[src/hw/dcs_regs.vh]
// Constants for the debug configuration and status register block.
// Assumes inclusion by bare name from the design files under hw/.
`ifndef DCS_REGS_VH
`define DCS_REGS_VH

// ----------------------------------------------------------------
// Register selectors
// ----------------------------------------------------------------
`define DCS_SEL_CONFIG_STATUS 5'h00
`define DCS_SEL_TRIGGER_DEF 5'h07

// ----------------------------------------------------------------
// Field positions of debug_config_status
// ----------------------------------------------------------------
`define DCS_BREAKPOINT_STATE_HI 31
`define DCS_BREAKPOINT_STATE_LO 28
`define DCS_FOF_BIT 27
`define DCS_TRG_BIT 26
`define DCS_HALT_BIT 25
`define DCS_BREAKPOINT_PIN_BIT 24
`define DCS_REV_HI 23
`define DCS_REV_LO 20
`define DCS_BKD_BIT 18
`define DCS_VBD_BIT 17
`define DCS_IPW_BIT 16
`define DCS_LOW_MASK 15'h5f7f
`define DCS_LOW_RESET 15'h0000

// ----------------------------------------------------------------
// Breakpoint state encodings
// ----------------------------------------------------------------
`define DCS_BS_NONE 4'h0
`define DCS_BS_WAIT_L1 4'h1
`define DCS_BS_L1_HIT 4'h2
`define DCS_BS_WAIT_L2 4'h5
`define DCS_BS_L2_HIT 4'h6

// ----------------------------------------------------------------
// Trace buffer marking
// ----------------------------------------------------------------
`define DCS_TRACE_MARK 8'h1b
`define DCS_TRACE_BASE 8'h20

`endif

[src/hw/dcs_breakpoint_state.v]
// Breakpoint sequencing state for the debug status register.
// Assumes trigger logic gives one-cycle arm and hit pulses.
`timescale 1ns/1ps
`default_nettype none
`include "dcs_regs.vh"

module dcs_breakpoint_state (
  input wire clock_i,
  input wire rstn_i,
  input wire tdr_write_i,
  input wire arm_i,
  input wire l2_enable_i,
  input wire l1_hit_i,
  input wire l2_hit_i,
  input wire status_read_i,
  output reg [3:0] state_o
);
  reg [3:0] next_state;

  always @* begin
    next_state = state_o;
    case (state_o)
      `DCS_BS_NONE: if (arm_i) next_state = `DCS_BS_WAIT_L1;
      `DCS_BS_WAIT_L1: if (l1_hit_i) next_state = l2_enable_i ? `DCS_BS_WAIT_L2 : `DCS_BS_L1_HIT;
      `DCS_BS_WAIT_L2: if (l2_hit_i) next_state = `DCS_BS_L2_HIT;
      `DCS_BS_L1_HIT: if (status_read_i && !l2_enable_i) next_state = `DCS_BS_NONE;
      `DCS_BS_L2_HIT: if (status_read_i) next_state = `DCS_BS_NONE;
      default: next_state = `DCS_BS_NONE;
    endcase
    if (tdr_write_i) begin
      next_state = `DCS_BS_NONE;
    end
  end

  always @(posedge clock_i or negedge rstn_i) begin
    if (!rstn_i) begin
      state_o <= `DCS_BS_NONE;
    end else begin
      state_o <= next_state;
    end
  end
endmodule // dcs_breakpoint_state
`default_nettype wire

[src/hw/dcs_irq.v]
// Debug interrupt posting with no nesting.
// Assumes one sample point pulse per instruction and a done pulse at service end.
`timescale 1ns/1ps
`default_nettype none

module dcs_irq (
  input wire clock_i,
  input wire rstn_i,
  input wire post_i,
  input wire sample_point_i,
  input wire done_i,
  output reg take_o,
  output reg pending_o,
  output reg in_service_o
);
  wire take_now;

  assign take_now = pending_o && sample_point_i && !in_service_o;

  always @(posedge clock_i or negedge rstn_i) begin
    if (!rstn_i) begin
      take_o <= 1'b0;
      pending_o <= 1'b0;
      in_service_o <= 1'b0;
    end else begin
      take_o <= take_now;
      // A post in the take cycle stays pending rather than being lost.
      if (post_i) begin
        pending_o <= 1'b1;
      end else if (take_now) begin
        pending_o <= 1'b0;
      end
      if (take_now) begin
        in_service_o <= 1'b1;
      end else if (done_i) begin
        in_service_o <= 1'b0;
      end
    end
  end
endmodule // dcs_irq
`default_nettype wire

[src/hw/dcs_top.v]
// Debug configuration and status register with halt reasons,
// breakpoint sequencing state, interrupt redirection and trace gating.
// Assumes all inputs are synchronous to clock_i; the serial protocol is
// decoded outside and arrives as one-cycle command strobes.
`timescale 1ns/1ps
`default_nettype none
`include "dcs_regs.vh"

// Notes on behaviour
// - CPU writes; host reads and writes selector zero
// - CPU side has no read path
// - Breakpoint state read-only, cleared by trigger write
// - Host read clears finished breakpoint sequence (L1 hit only with L2 off)
// - Breakpoint state uses five fixed encodings
// - Trace mark followed by doubled state record
// - Fault-on-fault flag cleared by reset, read
// - Trigger flag cleared by reset, resume, read
// - Halt flag cleared by reset, resume, read
// - Breakpoint flag from pin, command, trace-full
// - Fixed revision code readable from host only
// - Redirect bit turns pin or command halt into interrupt
// - Falling edge or command posts interrupt
// - No nested debug interrupts
// - Trace pins quiet, breakpoint pin disconnected
// - Lock bit blocks CPU debug writes
module dcs_top #(
  parameter [3:0] REV_CODE = 4'h2 // Arbitrary revision value.
) (
  input wire clock_i,
  input wire rstn_i,
  input wire host_rd_i,
  input wire host_wr_i,
  input wire [4:0] host_sel_i,
  input wire [31:0] host_wdata_i,
  input wire cpu_wr_i,
  input wire [4:0] cpu_sel_i,
  input wire [31:0] cpu_wdata_i,
  input wire resume_cmd_i,
  input wire background_cmd_i,
  input wire breakpoint_pin_i,
  input wire fault_halt_i,
  input wire hw_trigger_halt_i,
  input wire halt_insn_i,
  input wire trace_full_halt_i,
  input wire trig_arm_i,
  input wire trig_l2_enable_i,
  input wire trig_l1_hit_i,
  input wire trig_l2_hit_i,
  input wire sample_point_i,
  input wire irq_done_i,
  input wire trace_valid_i,
  input wire [7:0] trace_entry_i,
  input wire trace_clock_i,
  input wire [3:0] processor_status_i,
  input wire [3:0] debug_data_i,
  output reg [31:0] host_rdata_o,
  output reg host_rvalid_o,
  output reg dreg_wr_o,
  output reg [4:0] dreg_sel_o,
  output reg [31:0] dreg_wdata_o,
  output reg debug_halt_o,
  output reg debug_irq_o,
  output reg trace_rec_valid_o,
  output reg [7:0] trace_rec_o,
  output reg trace_clock_o,
  output reg [3:0] processor_status_lines_o,
  output reg [3:0] debug_data_lines_o,
  output reg trace_pins_en_o,
  output reg [14:0] config_low_o,
  output reg breakpoint_to_interrupt_o,
  output reg trace_pins_disable_o,
  output reg cpu_write_lock_o
);

  // ----------------------------------------------------------------
  // State
  // ----------------------------------------------------------------
  reg fault_on_fault_flag;
  reg hw_trigger_flag;
  reg halt_flag;
  reg breakpoint_flag;
  reg pin_prev;
  reg mark_seen;
  wire [3:0] breakpoint_state;
  wire irq_take;
  wire irq_pending;
  wire irq_in_service;

  // ----------------------------------------------------------------
  // Command decode
  // ----------------------------------------------------------------
  wire host_csr_rd;
  wire host_csr_wr;
  wire cpu_ok;
  wire cpu_csr_wr;
  wire tdr_write;
  wire pin_fall;
  wire pin_event;
  wire breakpoint_pin_event;
  wire halt_req;
  wire post_irq;
  wire [31:0] csr_value;

  // No CPU read port exists at all, so CPU reads cannot reach the status.
  assign host_csr_rd = host_rd_i && host_sel_i == `DCS_SEL_CONFIG_STATUS;
  assign host_csr_wr = host_wr_i && host_sel_i == `DCS_SEL_CONFIG_STATUS;
  assign cpu_ok = cpu_wr_i && !cpu_write_lock_o;
  assign cpu_csr_wr = cpu_ok && cpu_sel_i == `DCS_SEL_CONFIG_STATUS;
  assign tdr_write = (host_wr_i && host_sel_i == `DCS_SEL_TRIGGER_DEF) ||
                     (cpu_ok && cpu_sel_i == `DCS_SEL_TRIGGER_DEF);

  // The pin is ignored entirely while the trace pins are disabled.
  assign pin_fall = pin_prev && !breakpoint_pin_i && !trace_pins_disable_o;
  assign pin_event = pin_fall || background_cmd_i;
  assign breakpoint_pin_event = (pin_event && !breakpoint_to_interrupt_o) || trace_full_halt_i;
  assign post_irq = pin_event && breakpoint_to_interrupt_o;
  assign halt_req = fault_halt_i || hw_trigger_halt_i || halt_insn_i || breakpoint_pin_event;

  // ----------------------------------------------------------------
  // Read image
  // ----------------------------------------------------------------
  // Reserved positions 19 and 15 always read zero whatever was written.
  assign csr_value = {breakpoint_state, fault_on_fault_flag, hw_trigger_flag, halt_flag,
                      breakpoint_flag, REV_CODE, 1'b0, breakpoint_to_interrupt_o,
                      trace_pins_disable_o, cpu_write_lock_o, 1'b0, config_low_o};

  // ----------------------------------------------------------------
  // Breakpoint sequencing and interrupt posting
  // ----------------------------------------------------------------
  dcs_breakpoint_state u_breakpoint_state (
    .clock_i(clock_i),
    .rstn_i(rstn_i),
    .tdr_write_i(tdr_write),
    .arm_i(trig_arm_i),
    .l2_enable_i(trig_l2_enable_i),
    .l1_hit_i(trig_l1_hit_i),
    .l2_hit_i(trig_l2_hit_i),
    .status_read_i(host_csr_rd),
    .state_o(breakpoint_state)
  );

  dcs_irq u_irq (
    .clock_i(clock_i),
    .rstn_i(rstn_i),
    .post_i(post_irq),
    .sample_point_i(sample_point_i),
    .done_i(irq_done_i),
    .take_o(irq_take),
    .pending_o(irq_pending),
    .in_service_o(irq_in_service)
  );

  // ----------------------------------------------------------------
  // Host read port
  // ----------------------------------------------------------------
  // Unknown selectors answer with zero so the host always gets a reply.
  always @(posedge clock_i or negedge rstn_i) begin
    if (!rstn_i) begin
      host_rdata_o <= 32'h0000_0000;
      host_rvalid_o <= 1'b0;
    end else begin
      host_rvalid_o <= host_rd_i;
      if (host_csr_rd) begin
        host_rdata_o <= csr_value;
      end else if (host_rd_i) begin
        host_rdata_o <= 32'h0000_0000;
      end
    end
  end

  // ----------------------------------------------------------------
  // Halt reason flags
  // ----------------------------------------------------------------
  // A new event in the clearing cycle wins, so no halt reason is lost.
  always @(posedge clock_i or negedge rstn_i) begin
    if (!rstn_i) begin
      fault_on_fault_flag <= 1'b0;
      hw_trigger_flag <= 1'b0;
      halt_flag <= 1'b0;
      breakpoint_flag <= 1'b0;
    end else begin
      if (fault_halt_i) begin
        fault_on_fault_flag <= 1'b1;
      end else if (host_csr_rd) begin
        fault_on_fault_flag <= 1'b0;
      end
      if (hw_trigger_halt_i) begin
        hw_trigger_flag <= 1'b1;
      end else if (host_csr_rd || resume_cmd_i) begin
        hw_trigger_flag <= 1'b0;
      end
      if (halt_insn_i) begin
        halt_flag <= 1'b1;
      end else if (host_csr_rd || resume_cmd_i) begin
        halt_flag <= 1'b0;
      end
      if (breakpoint_pin_event) begin
        breakpoint_flag <= 1'b1;
      end else if (host_csr_rd || resume_cmd_i) begin
        breakpoint_flag <= 1'b0;
      end
    end
  end

  // ----------------------------------------------------------------
  // Control fields
  // ----------------------------------------------------------------
  // Host writes take priority over a CPU write in the same cycle.
  always @(posedge clock_i or negedge rstn_i) begin
    if (!rstn_i) begin
      breakpoint_to_interrupt_o <= 1'b0;
      trace_pins_disable_o <= 1'b0;
      cpu_write_lock_o <= 1'b0;
      config_low_o <= `DCS_LOW_RESET;
    end else if (host_csr_wr) begin
      breakpoint_to_interrupt_o <= host_wdata_i[`DCS_BKD_BIT];
      trace_pins_disable_o <= host_wdata_i[`DCS_VBD_BIT];
      cpu_write_lock_o <= host_wdata_i[`DCS_IPW_BIT];
      config_low_o <= host_wdata_i[14:0] & `DCS_LOW_MASK;
    end else if (cpu_csr_wr) begin
      breakpoint_to_interrupt_o <= cpu_wdata_i[`DCS_BKD_BIT];
      trace_pins_disable_o <= cpu_wdata_i[`DCS_VBD_BIT];
      config_low_o <= cpu_wdata_i[14:0] & `DCS_LOW_MASK;
    end
  end

  // ----------------------------------------------------------------
  // Forwarding of writes to the other debug registers
  // ----------------------------------------------------------------
  always @(posedge clock_i or negedge rstn_i) begin
    if (!rstn_i) begin
      dreg_wr_o <= 1'b0;
      dreg_sel_o <= 5'h00;
      dreg_wdata_o <= 32'h0000_0000;
    end else begin
      dreg_wr_o <= host_wr_i || cpu_ok;
      if (host_wr_i) begin
        dreg_sel_o <= host_sel_i;
        dreg_wdata_o <= host_wdata_i;
      end else if (cpu_ok) begin
        dreg_sel_o <= cpu_sel_i;
        dreg_wdata_o <= cpu_wdata_i;
      end
    end
  end

  // ----------------------------------------------------------------
  // Halt and interrupt requests
  // ----------------------------------------------------------------
  always @(posedge clock_i or negedge rstn_i) begin
    if (!rstn_i) begin
      pin_prev <= 1'b1;
      debug_halt_o <= 1'b0;
      debug_irq_o <= 1'b0;
    end else begin
      pin_prev <= breakpoint_pin_i;
      debug_halt_o <= halt_req;
      debug_irq_o <= irq_take;
    end
  end

  // ----------------------------------------------------------------
  // Trace path
  // ----------------------------------------------------------------
  // The record after the mark entry doubles the state into the low bits.
  always @(posedge clock_i or negedge rstn_i) begin
    if (!rstn_i) begin
      mark_seen <= 1'b0;
      trace_rec_valid_o <= 1'b0;
      trace_rec_o <= 8'h00;
    end else begin
      trace_rec_valid_o <= trace_valid_i || mark_seen;
      if (mark_seen) begin
        trace_rec_o <= `DCS_TRACE_BASE + {3'b000, breakpoint_state, 1'b0};
        mark_seen <= 1'b0;
      end else if (trace_valid_i) begin
        trace_rec_o <= trace_entry_i;
        mark_seen <= trace_entry_i == `DCS_TRACE_MARK;
      end
    end
  end

  // While the mark record is being inserted and the trace pins are enabled, the status lines show the doubled state.
  always @(posedge clock_i or negedge rstn_i) begin
    if (!rstn_i) begin
      trace_clock_o <= 1'b0;
      processor_status_lines_o <= 4'h0;
      debug_data_lines_o <= 4'h0;
      trace_pins_en_o <= 1'b1;
    end else if (trace_pins_disable_o) begin
      trace_clock_o <= 1'b0;
      processor_status_lines_o <= 4'h0;
      debug_data_lines_o <= 4'h0;
      trace_pins_en_o <= 1'b0;
    end else begin
      trace_clock_o <= trace_clock_i;
      processor_status_lines_o <= mark_seen ? {breakpoint_state[2:0], 1'b0} : processor_status_i;
      debug_data_lines_o <= debug_data_i;
      trace_pins_en_o <= 1'b1;
    end
  end

endmodule // dcs_top
`default_nettype wire

[config.mk]
export PLATFORM = sky130hd
export DESIGN_NAME = dcs_top
export DESIGN_NICKNAME = d
export VERILOG_FILES = /design/src/hw/dcs_breakpoint_state.v /design/src/hw/dcs_irq.v /design/src/hw/dcs_top.v
export VERILOG_INCLUDE_DIRS = /design/src /design/src/hw
export SDC_FILE = /design/constraint.sdc
export NUM_CORES = 1
export LEC_CHECK = 0
export BUFFER_PORTS_ARGS = -buffer_cell sky130_fd_sc_hd__buf_2
export CAP_MARGIN = 40
export CELL_PAD_IN_SITES_DETAIL_PLACEMENT = 0
export CELL_PAD_IN_SITES_GLOBAL_PLACEMENT = 2
export CORE_MARGIN = 3
export CORE_UTILIZATION = 30
export CTS_CLUSTER_DIAMETER = 30
export DETAILED_ROUTE_END_ITERATION = 8
export MAX_ROUTING_LAYER = met4
export PLACE_DENSITY = 0.86
export REMOVE_ABC_BUFFERS = 1
export SETUP_SLACK_MARGIN = 0.4
export SLEW_MARGIN = 20
export SYNTH_ARGS = -nofsm -noshare
export SYNTH_HDL_FRONTEND = slang
export SYNTH_SLANG_ARGS = --single-unit
[constraint.sdc]
create_clock -name clock_i -period 3.9 [get_ports clock_i]
set_input_delay 0.39 -clock clock_i [delete_from_list [all_inputs] [get_ports clock_i]]
set_output_delay 0.39 -clock clock_i [all_outputs]
set_load 0.005 [all_outputs]
==> results_dict.tcl, run 1 <==
set metrics [dict create \
    reg2regPathDepth 4 \
    final-setup-viol-count 0 \
    clkTransAtPathRegs_ns 0.08 \
    synth_edf_count 0 \
    synthToLayoutAreaGrowth_pct 31.44 \
    layout-drive-gt1-share 0.3836 \
    fin_crit_sh 0.5167 \
    die_width_um 132.9 \
    max_slew_margin 0.5421 \
    clock_skew_ns 0.006541 \
    hold_ws_ns 0.1429 \
    rsz0062_at_grt "false" \
    worst-slew-pin-transition_ns 0.6869 \
    timing.fmax_mhz 496.2 \
    leakagePower_uw 0.003263 \
    yosys.area.top_type "dfrtp_1" \
    net_count_final 741 \
    synth-compound-area-share 0.1496 \
    synth_top_family_by_area "compound AO/OA/AOI/OAI gates" \
    grt_pass1_wl_mm 23.26 \
    grt_max_degree 75 \
    gr-total-overflow 0 \
    reg2reg_to "dreg_wdata_o[2]" \
    post_cts_resized 0 \
    finalCoreUtilization 0.4098 \
    power_after_layout_uw 2861 \
    period_needed_ns 2.015 \
    crit_path_max_incr_delay_ns 0.58 \
    syn-instance-count 434 \
    final_hold_viol_count 0 \
    insertion_delay_ns 0.36 \
    design.die.area_mm2 0.01765 \
    hold_class "primary input to flop" \
    post-synth-top-count-cell "dfrtp_1" \
    post_drt_wl_per_cell_um 17.06 \
    cp_data_required_time_ns 4.12 \
    maxSlewViolCount 0 \
    worst_setup_path_start_kind "flop" \
    worst_hold_path.endpoint "pin_prev" \
    fp_rows 45 \
    grt_antenna_before_repair 1 \
    core-area_mm2 0.01548 \
    synth_top_area_frac 0.5702 \
    grtUsageTotal 0.1723 \
    synth.yosys.seq_area_share 0.5811 \
    synth_adder_area_share 0 \
    arrival_ns 2.23 \
    detailedRoute.firstIterationViolations 202 \
    postSynthRegisterBits 112 \
    regToRegSetupSlack_ns 1.88 \
    floorplan.initialDensity 0.3118 \
    power_density_mw_per_mm2 451.0 \
    min-delay-start "breakpoint_pin_i" \
    max_capacitance_violation_total 0 \
    synth_xor_xnor_area_share 0 \
    postSynth.asyncResetShare 1.000 \
    cts-buffers-inserted 9 \
    routed_wirelength_mm 14.47 \
    dp_hpwl_mm 10.82 \
    layoutNonFillerInstCount 848 \
    synthTopCellsByCount "dfrtp_1, o21ai_1, mux2i_1" \
    vias_in_the_first_global_route 4224 \
    timing.critical_path.cells "nand2b_2 > buf_4 > mux2i_1 > o21ai_1" \
    worstHoldPathCells 1 \
    slowest_stage "nand2b_2" \
    worstSetupEndpointType "flop" \
    regToRegStartpoint "cpu_write_lock_o" \
    finalWeightedCongestion 0.7209 \
    synth.top_cells.by_area "dfrtp_1, mux2i_1, o21ai_1" \
    synth_mux_area_frac 0.09694 \
    yosysUniqueCellTypes 41 \
    tritoncts "done" \
    die_height_um 132.9 \
    route.vias.total 4072 \
    cts-root-buf "clkbuf_16" \
    postCtsSetupBuffers 0 \
    ios 220 \
    vias_per_cell 4.802 \
    yosys.area_share.simple 0.1210 \
    layout.filler_cells 1562 \
    place.detailed.instances 829 \
    drt_drc_violations_left 0 \
    drt.antenna.violating_nets 0 \
    ys.warnings.count 0 \
    worst-setup-path-type "flop to flop" \
    mapped_area_mm2 0.004827 \
    cts-htree-levels 3 \
    hold_buffers 1 \
    worst-path-max-fanout 21 \
    cts_max_path_buffers 2 \
    place.port_buffers 209 \
    drtPass1Iterations 4 \
    power.ir.vdd_worst_mv 0.2279 \
    totalNegativeSetupSlack_ns 0 \
    syn_avg_cell_area_um2 11.12 \
    tritoncts_num_sinks 112 \
    run_status "complete, no violations" \
    synth_flop_cell "dfrtp_1" \
]
[layout by cell type, fill, tap and decap left out, drive strengths merged, types with 6 or more instances in the layout]
cell,count
nand2b,6
o21ai,55
conb,10
nand3,17
clkbuf,9
mux2i,43
nand2,41
dfrtp,110
nor2,7
buf,217
a21oi,6
nor2b,7
nor3,17
a31oi,15
a21o,6
inv,11
a22o,24
[final cells by class]
type / instances / area [um2] / share of cell area
Antenna cell: 1 / 2.502 / 0.0003944
Clock buffer: 9 / 225.2 / 0.03550
Clock inverter: 7 / 60.06 / 0.009466
Inverter: 7 / 26.28 / 0.004141
Multi-Input combinational cell: 283 / 1828 / 0.2881
Sequential cell: 112 / 2805 / 0.4421
Tap cell: 211 / 264.0 / 0.04161
Timing Repair Buffer: 218 / 1134 / 0.1787
[per-stage QoR]
stage	setup WS (ns)	instance area (um2)
floorplan	1.326	4643
detailed placement	1.612	6040
CTS	1.833	6335
global placement	1.621	6010
global route	1.715	6345
finish	1.885	6345
[power by group]
part	switching (uW)	leakage [uW]	internal [uW]	total, uW
clock	467	0.000143	447	914
sequential	114	0.00139	1300	1420
combinational	272	0.00173	259	530
[routing by layer]
metal	vias up	part of all wire	global-route usage
met5	-	0	-
met4	0	0.0073	0.03291
met3	7	0.072	0.05247
met2	177	0.47	0.2712
met1	1961	0.45	0.2219
li1	1927	-	-
[critical path: cells and delay by family (launching register included)]
| kind | cells | cell delay (ns) |
|---|---|---|
| buf+inv | 1 | 0.48 |
| flops | 1 | 0.48 |
| compound gates | 1 | 0.08 |
| mux | 1 | 0.24 |
| simple gates | 1 | 0.58 |
[sequential cells by signal, summed over array words and instances (netlist names), 3 cells and up]
signal	cells
config_low_o	13
debug_data_lines_o	4
dreg_sel_o	5
dreg_wdata_o	32
host_rdata_o	24
processor_status_lines_o	4
trace_rec_o	8
u_breakpoint_state.state_o	3
[cells by family after synthesis]
logic type	after synthesis
compound gates	114
simple gates	113
mux	46
other cells	1
buf+inv	48
flops	112
[worst max-delay path by stage]
stage / start / end / cells past startpoint
4_1_cts: cpu_write_lock_o / dreg_wdata_o[2] / 4
2_1_floorplan: cpu_write_lock_o / dreg_sel_o[4] / 3
3_5_place_dp: host_sel_i[2] / cpu_write_lock_o / 4
5_1_grt: cpu_write_lock_o / dreg_wdata_o[19] / 4
6_report: cpu_write_lock_o / dreg_wdata_o[2] / 4
3_3_place_gp: host_sel_i[2] / u_breakpoint_state.state_o[2] / 4
Power figures use the tool's default switching activity.
==> run 2, diff against run 1 <==
Settings changed: CORE_UTILIZATION 30 to 25, PLACE_DENSITY 0.86 to 0.77.
Clock period 3.9 ns to 1.7 ns, I/O delays scaled along.
==> run 2 against run 1 <==
Net effect:
- non-clock buffer count is 24 higher
- global-route usage down 1.4 points
- critical path depth did not move
- critical path type unchanged
- highest routed layer unchanged
==> results_dict.tcl, run 2 (synthesis gave the netlist of run 1 again) <==
set metrics [dict create \
    net_count_final 765 \
    wl_met2_mm 7.785 \
    layout.cells.most_common "buf_2" \
    biggestRegsByFlops "dreg_wdata_o: 32 flops, host_rdata_o: 24 flops, config_low_o: 13 flops" \
    largest_register_ff_count 32 \
    arrival_ns 1.70 \
    totalNegativeSetupSlack_ns 0 \
    layoutNonFillerInstCount 921 \
    power_after_layout_uw 6934 \
    route.vias.total 4207 \
    place_area_mm2 0.006238 \
    core-area_mm2 0.01883 \
    final_hold_viol_count 0 \
    grt_max_degree 75 \
    grt_pass1_wl_mm 25.41 \
    ios 220 \
    final-setup-viol-count 0 \
    regToRegSetupSlack_ns 0.23 \
    rsz0062_at_grt "true" \
    max_capacitance_violation_total 0 \
    max_slew_margin 0.6594 \
    crit_path_start "cpu_write_lock_o" \
    fp_rows 50 \
    dp_hpwl_mm 11.58 \
    layout.filler_cells 1921 \
    path_buf_inv 1 \
    regToRegStartpoint "cpu_write_lock_o" \
    synthToLayoutAreaGrowth_pct 42.74 \
    worst_setup_path_start_kind "flop" \
    worstSetupEndpointType "flop" \
    clock_skew_ns 0.005750 \
    run_status "complete, no violations" \
    cts-buffers-inserted 9 \
    routed-wl-met3_mm 1.006 \
    grtUsageTotal 0.1582 \
    logic_depth_of_the_worst_path_buffers_included 4 \
    drt.antenna.violating_nets 0 \
    vias_per_cell 4.568 \
    tritoncts_num_sinks 112 \
    detail_route.wirelength.met1_mm 7.055 \
    maxSlewViolCount 0 \
    cts_max_path_buffers 2 \
    cts-root-buf "clkbuf_16" \
    drt_drc_violations_left 0 \
    post_drt_wl_per_cell_um 17.52 \
    die_width_um 145.0 \
    multi_input_comb_area_mm2 0.001937 \
    endpoint "trace_pins_disable_o" \
    grt_antenna_before_repair 1 \
    largest_register "dreg_wdata_o" \
    worst-setup-path-type "flop to flop" \
    place.port_buffers 209 \
    timing.fmax_mhz 678.7 \
    power_density_mw_per_mm2 1006 \
    detailedRoute.firstIterationViolations 188 \
    layout.area.seq_mm2 0.002806 \
    reg2regPathDepth 4 \
    finalWeightedCongestion 0.7513 \
    topRoutingLayerUsed "met4" \
    timing.critical_path.cells "or4b_4 > buf_12 > o21ai_2 > a31oi_1" \
    final_design_area_no_fill_mm2 0.006890 \
    period_needed_ns 1.473 \
    power.ir.vdd_worst_mv 0.4635 \
    die_height_um 145.0 \
    vias_in_the_first_global_route 4388 \
    fin_crit_sh 0.8668 \
    routed_wirelength_mm 16.14 \
    cts-htree-levels 3 \
    leakagePower_uw 0.003479 \
    path_delay_family "simple AND/OR/NAND/NOR gates" \
    worst-slew-pin-transition_ns 0.5109 \
    clkTransAtPathRegs_ns 0.08 \
    most-common-layout-cells "buf_2, dfrtp_1, mux2i_1" \
    crit_path_max_incr_delay_ns 0.56 \
    floorplan.initialDensity 0.2563 \
    design.die.area_mm2 0.02101 \
    reg2reg_to "trace_pins_disable_o" \
    slowest_stage "or4b_4" \
    cp_data_required_time_ns 1.93 \
    place.detailed.instances 890 \
    worst-path-max-fanout 8 \
    layout-drive-gt1-share 0.4288 \
    gr-total-overflow 0 \
    drtPass1Iterations 4 \
    tritoncts "done" \
    hold_class "primary input to flop" \
    insertion_delay_ns 0.35 \
]
==> run 2: cell count changes in the layout (fill, tap and decap cells not counted), moves of 5 or more <==
| cell | delta |
|---|---|
| buf_12 | +8 |
| buf_4 | +7 |
| dlygate4sd3_1 | +5 |
| o21ai_1 | -14 |
| o21ai_2 | +13 |
==> run 2: power breakdown <==
group          internal (uW)  total, uW  switching [uW]
Combinational            761       1470             709
Clock                   1170       2210            1040
Sequential              2990       3250             260
Total                   4920       6930            2010
==> run 2: per-layer routing <==
metal	track usage	vias to the layer above
met4	0.04941	0
met3	0.03123	15
met1	0.2024	2044
met5	-	-
li1	-	1975
met2	0.2549	173
==> run 2: cell type report <==
type                    count  area share
multi-input cells         283      0.2811
inverters                   7    0.003813
clock inverters             6     0.01053
diodes                      1   0.0003632
flip-flops and latches    112      0.4073
repair buffers            242      0.2165
well taps                 260     0.04721
clock buffers              10     0.03323
==> run 2: worst min path at each step <==
stage | startpoint | endpoint | slack (ns) | cells past startpoint
after floorplan | rstn_i | breakpoint_flag | -0.13 | 0
after global placement | rstn_i | debug_irq_o | 0.11 | 1
after detailed placement | rstn_i | debug_irq_o | 0.11 | 1
after CTS | fault_halt_i | fault_on_fault_flag | 0.002 | 2
after global routing | halt_insn_i | halt_flag | 0.02 | 2
final | fault_halt_i | fault_on_fault_flag | 0.02 | 2
==> run 2: metrics by stage <==
step,hold WS (ns),setup WS (ns),utilization
floorplan,-0.1256,-0.8742,-
CTS,0.002108,0.2241,0.3629
global route,0.01531,0.1811,0.3659
finish,0.01891,0.2265,0.3659
detailed placement,0.1139,0.1586,0.3313
global placement,0.1102,0.2052,0.3313
==> run 2: timing repair <==
| item | in CTS | in global routing |
|---|---|---|
| gates cloned | 3 | 0 |
| resized for setup | 28 | 8 |
| endpoints found under the hold margin | 27 | 0 |
| hold buffers | 6 | 0 |
| pin swaps | 30 | 13 |
| endpoints found under the setup margin | 57 | 57 |
| setup buffers | 4 | 0 |
==> run 2: worst register-to-register path, delay by kind of cell, from the launching register on <==
family                 cells  cell delay, ns
buffers and inverters      1            0.19
AND/OR/NAND/NOR            1            0.56
flip-flops                 1            0.39
AO/OA/AOI/OAI              2            0.22
==> run 3, diff against run 2 <==
==> constraint.sdc (replaced) <==
create_clock -name clock_i -period 1.7 [get_ports clock_i]
set_input_delay 0.34 -clock clock_i [delete_from_list [all_inputs] [get_ports clock_i]]
set_output_delay 0.34 -clock clock_i [all_outputs]
set_load 0.005 [all_outputs]
==> run 3 against run 2 <==
Net effect:
- sequential share of layout area grew 0.11 points
- sequential power hardly changed
- via count rose by 1.1%
- final area decreased by 0.24%
- critical endpoint is now config_low_o[2]
- largest power group unchanged
- highest routed layer unchanged
==> results_dict.tcl, run 3 (synthesis gave the netlist of run 1 again) <==
set metrics [dict create \
    run_status "complete, no violations" \
    final-setup-viol-count 0 \
    max_capacitance_violation_total 0 \
    power.combinational.fraction 0.221 \
    most-common-layout-cells "buf_2, dfrtp_1, o21ai_1" \
    biggestRegsByFlops "dreg_wdata_o: 32 flops, host_rdata_o: 24 flops, config_low_o: 13 flops" \
    layoutNonFillerInstCount 931 \
    worst-slew-pin-transition_ns 0.6358 \
    leakagePower_uw 0.003498 \
    finalWeightedCongestion 0.7410 \
    clkTransAtPathRegs_ns 0.08 \
    clkPwrFrac 0.318 \
    ios 220 \
    drt.antenna.violating_nets 0 \
    grt_pass1_wl_mm 25.36 \
    die_width_um 145.0 \
    fp_rows 50 \
    place.port_buffers 209 \
    route.vias.total 4253 \
    gr-total-overflow 0 \
    timing.fmax_mhz 649.4 \
    detailedRoute.firstIterationViolations 255 \
    place.detailed.instances 897 \
    total_switching_power_uw 2030 \
    floorplan.initialDensity 0.2563 \
    cp_data_required_time_ns 1.93 \
    grtUsageTotal 0.1577 \
    largest_register "dreg_wdata_o" \
    period_needed_ns 1.540 \
    finalCoreUtilization 0.3651 \
    grt_antenna_before_repair 1 \
    power_after_layout_uw 6989 \
    net_count_final 775 \
    drtPass1Iterations 4 \
    final_hold_viol_count 0 \
    rsz0062_at_grt "true" \
    dp_hpwl_mm 11.70 \
    drt_drc_violations_left 0 \
    arrival_ns 1.77 \
    grt_max_degree 75 \
    vias_per_cell 4.568 \
    design.die.area_mm2 0.02101 \
    hold_class "primary input to flop" \
    die_height_um 145.0 \
    cts-buffers-inserted 9 \
    layout-drive-gt1-share 0.4299 \
    routed_wirelength_mm 16.11 \
    insertion_delay_ns 0.35 \
    max_slew_margin 0.5761 \
    share_seq_of_total_power 0.461 \
    post_drt_wl_per_cell_um 17.30 \
    power_density_mw_per_mm2 1017 \
    maxSlewViolCount 0 \
    fin_crit_sh 0.9058 \
    worstSetupEndpointType "flop" \
    cts-htree-levels 3 \
    core-area_mm2 0.01883 \
    pre_cts_ws_ns -0.02483 \
    clock_skew_ns 0.008635 \
    worst-setup-path-type "flop to flop" \
    synthToLayoutAreaGrowth_pct 42.41 \
    totalNegativeSetupSlack_ns 0 \
    largest_register_ff_count 32 \
    finalWorstSetupSlack_ns 0.1601 \
    tritoncts "done" \
    layout.cells.most_common "buf_2" \
    cts_max_path_buffers 2 \
    worst-path-max-fanout 12 \
    vias_in_the_first_global_route 4427 \
    tritoncts_num_sinks 112 \
    worst_setup_path_start_kind "flop" \
    internal_power_uw 4959 \
    switching_share 0.2905 \
    power.ir.vdd_worst_mv 0.4467 \
    cts-root-buf "clkbuf_16" \
    layout.filler_cells 1937 \
]
[run 3: area by class of cell]
class / instances / area (um2) / share of cell area
inverters: 7 / 26.28 / 0.003822
repair buffers: 252 / 1526 / 0.2221
multi-input cells: 283 / 1883 / 0.2739
clock buffers: 9 / 225.2 / 0.03276
diodes: 1 / 2.502 / 0.0003640
well taps: 260 / 325.3 / 0.04732
flip-flops and latches: 112 / 2808 / 0.4084
clock inverters: 7 / 77.57 / 0.01129
[run 3: through the flow]
stage | area (um2) | hold slack, ns
floorplan | 4643 | 0.04441
global placement | 6279 | 0.2430
detailed placement | 6279 | 0.2522
CTS | 6775 | 0.07104
global route | 6874 | 0.06608
finish | 6874 | 0.08950
[run 3: final timing paths]
check	startpoint	end	slack, ns	cells after the start
worst max-delay path	cpu_write_lock_o	config_low_o[2]	0.16	4
worst min-delay path	breakpoint_pin_i	pin_prev	0.09	1
worst max register to register	cpu_write_lock_o	config_low_o[2]	0.16	4
worst min register to register	u_irq.take_o	debug_irq_o	0.35	0
max in group asynchronous	rstn_i	trace_pins_en_o	0.75	3
min in group asynchronous	rstn_i	debug_data_lines_o[2]	0.41	2
[run 3: timing repair]
item	in CTS	in global routing
buffers inserted	6	6
setup endpoints to repair	61	92
hold buffers	1	0
hold endpoints to repair	15	0
pin swaps	1	1
gates cloned	3	1
resized for setup	12	11
[run 3: worst max-delay path: stages (launching register included)]
cell and delay (ns):
dfrtp_1 0.41, or4b_4 0.57, buf_6 0.18, o21ai_1 0.15, a31oi_1 0.10
[run 3: per-layer routing]
metal  routed length, um  vias up  track usage
li1                    -     1988            -
met1                7110     2072       0.1998
met2                7686      175       0.2521
met3                1030       18      0.03529
met4                 283        0      0.05226
met5                   0        -            -
[run 3: power by group through the flow]
| stage | clock (uW) | combinational [uW] | sequential, uW |
|---|---|---|---|
| final | 2220 | 1540 | 3220 |
| after CTS | 2310 | 1510 | 3240 |
| after floorplan | 0 | 553 | 3270 |
| after detailed placement | 0 | 1330 | 3300 |
| after global routing | 2430 | 1700 | 3270 |
| after global placement | 0 | 1290 | 3290 |
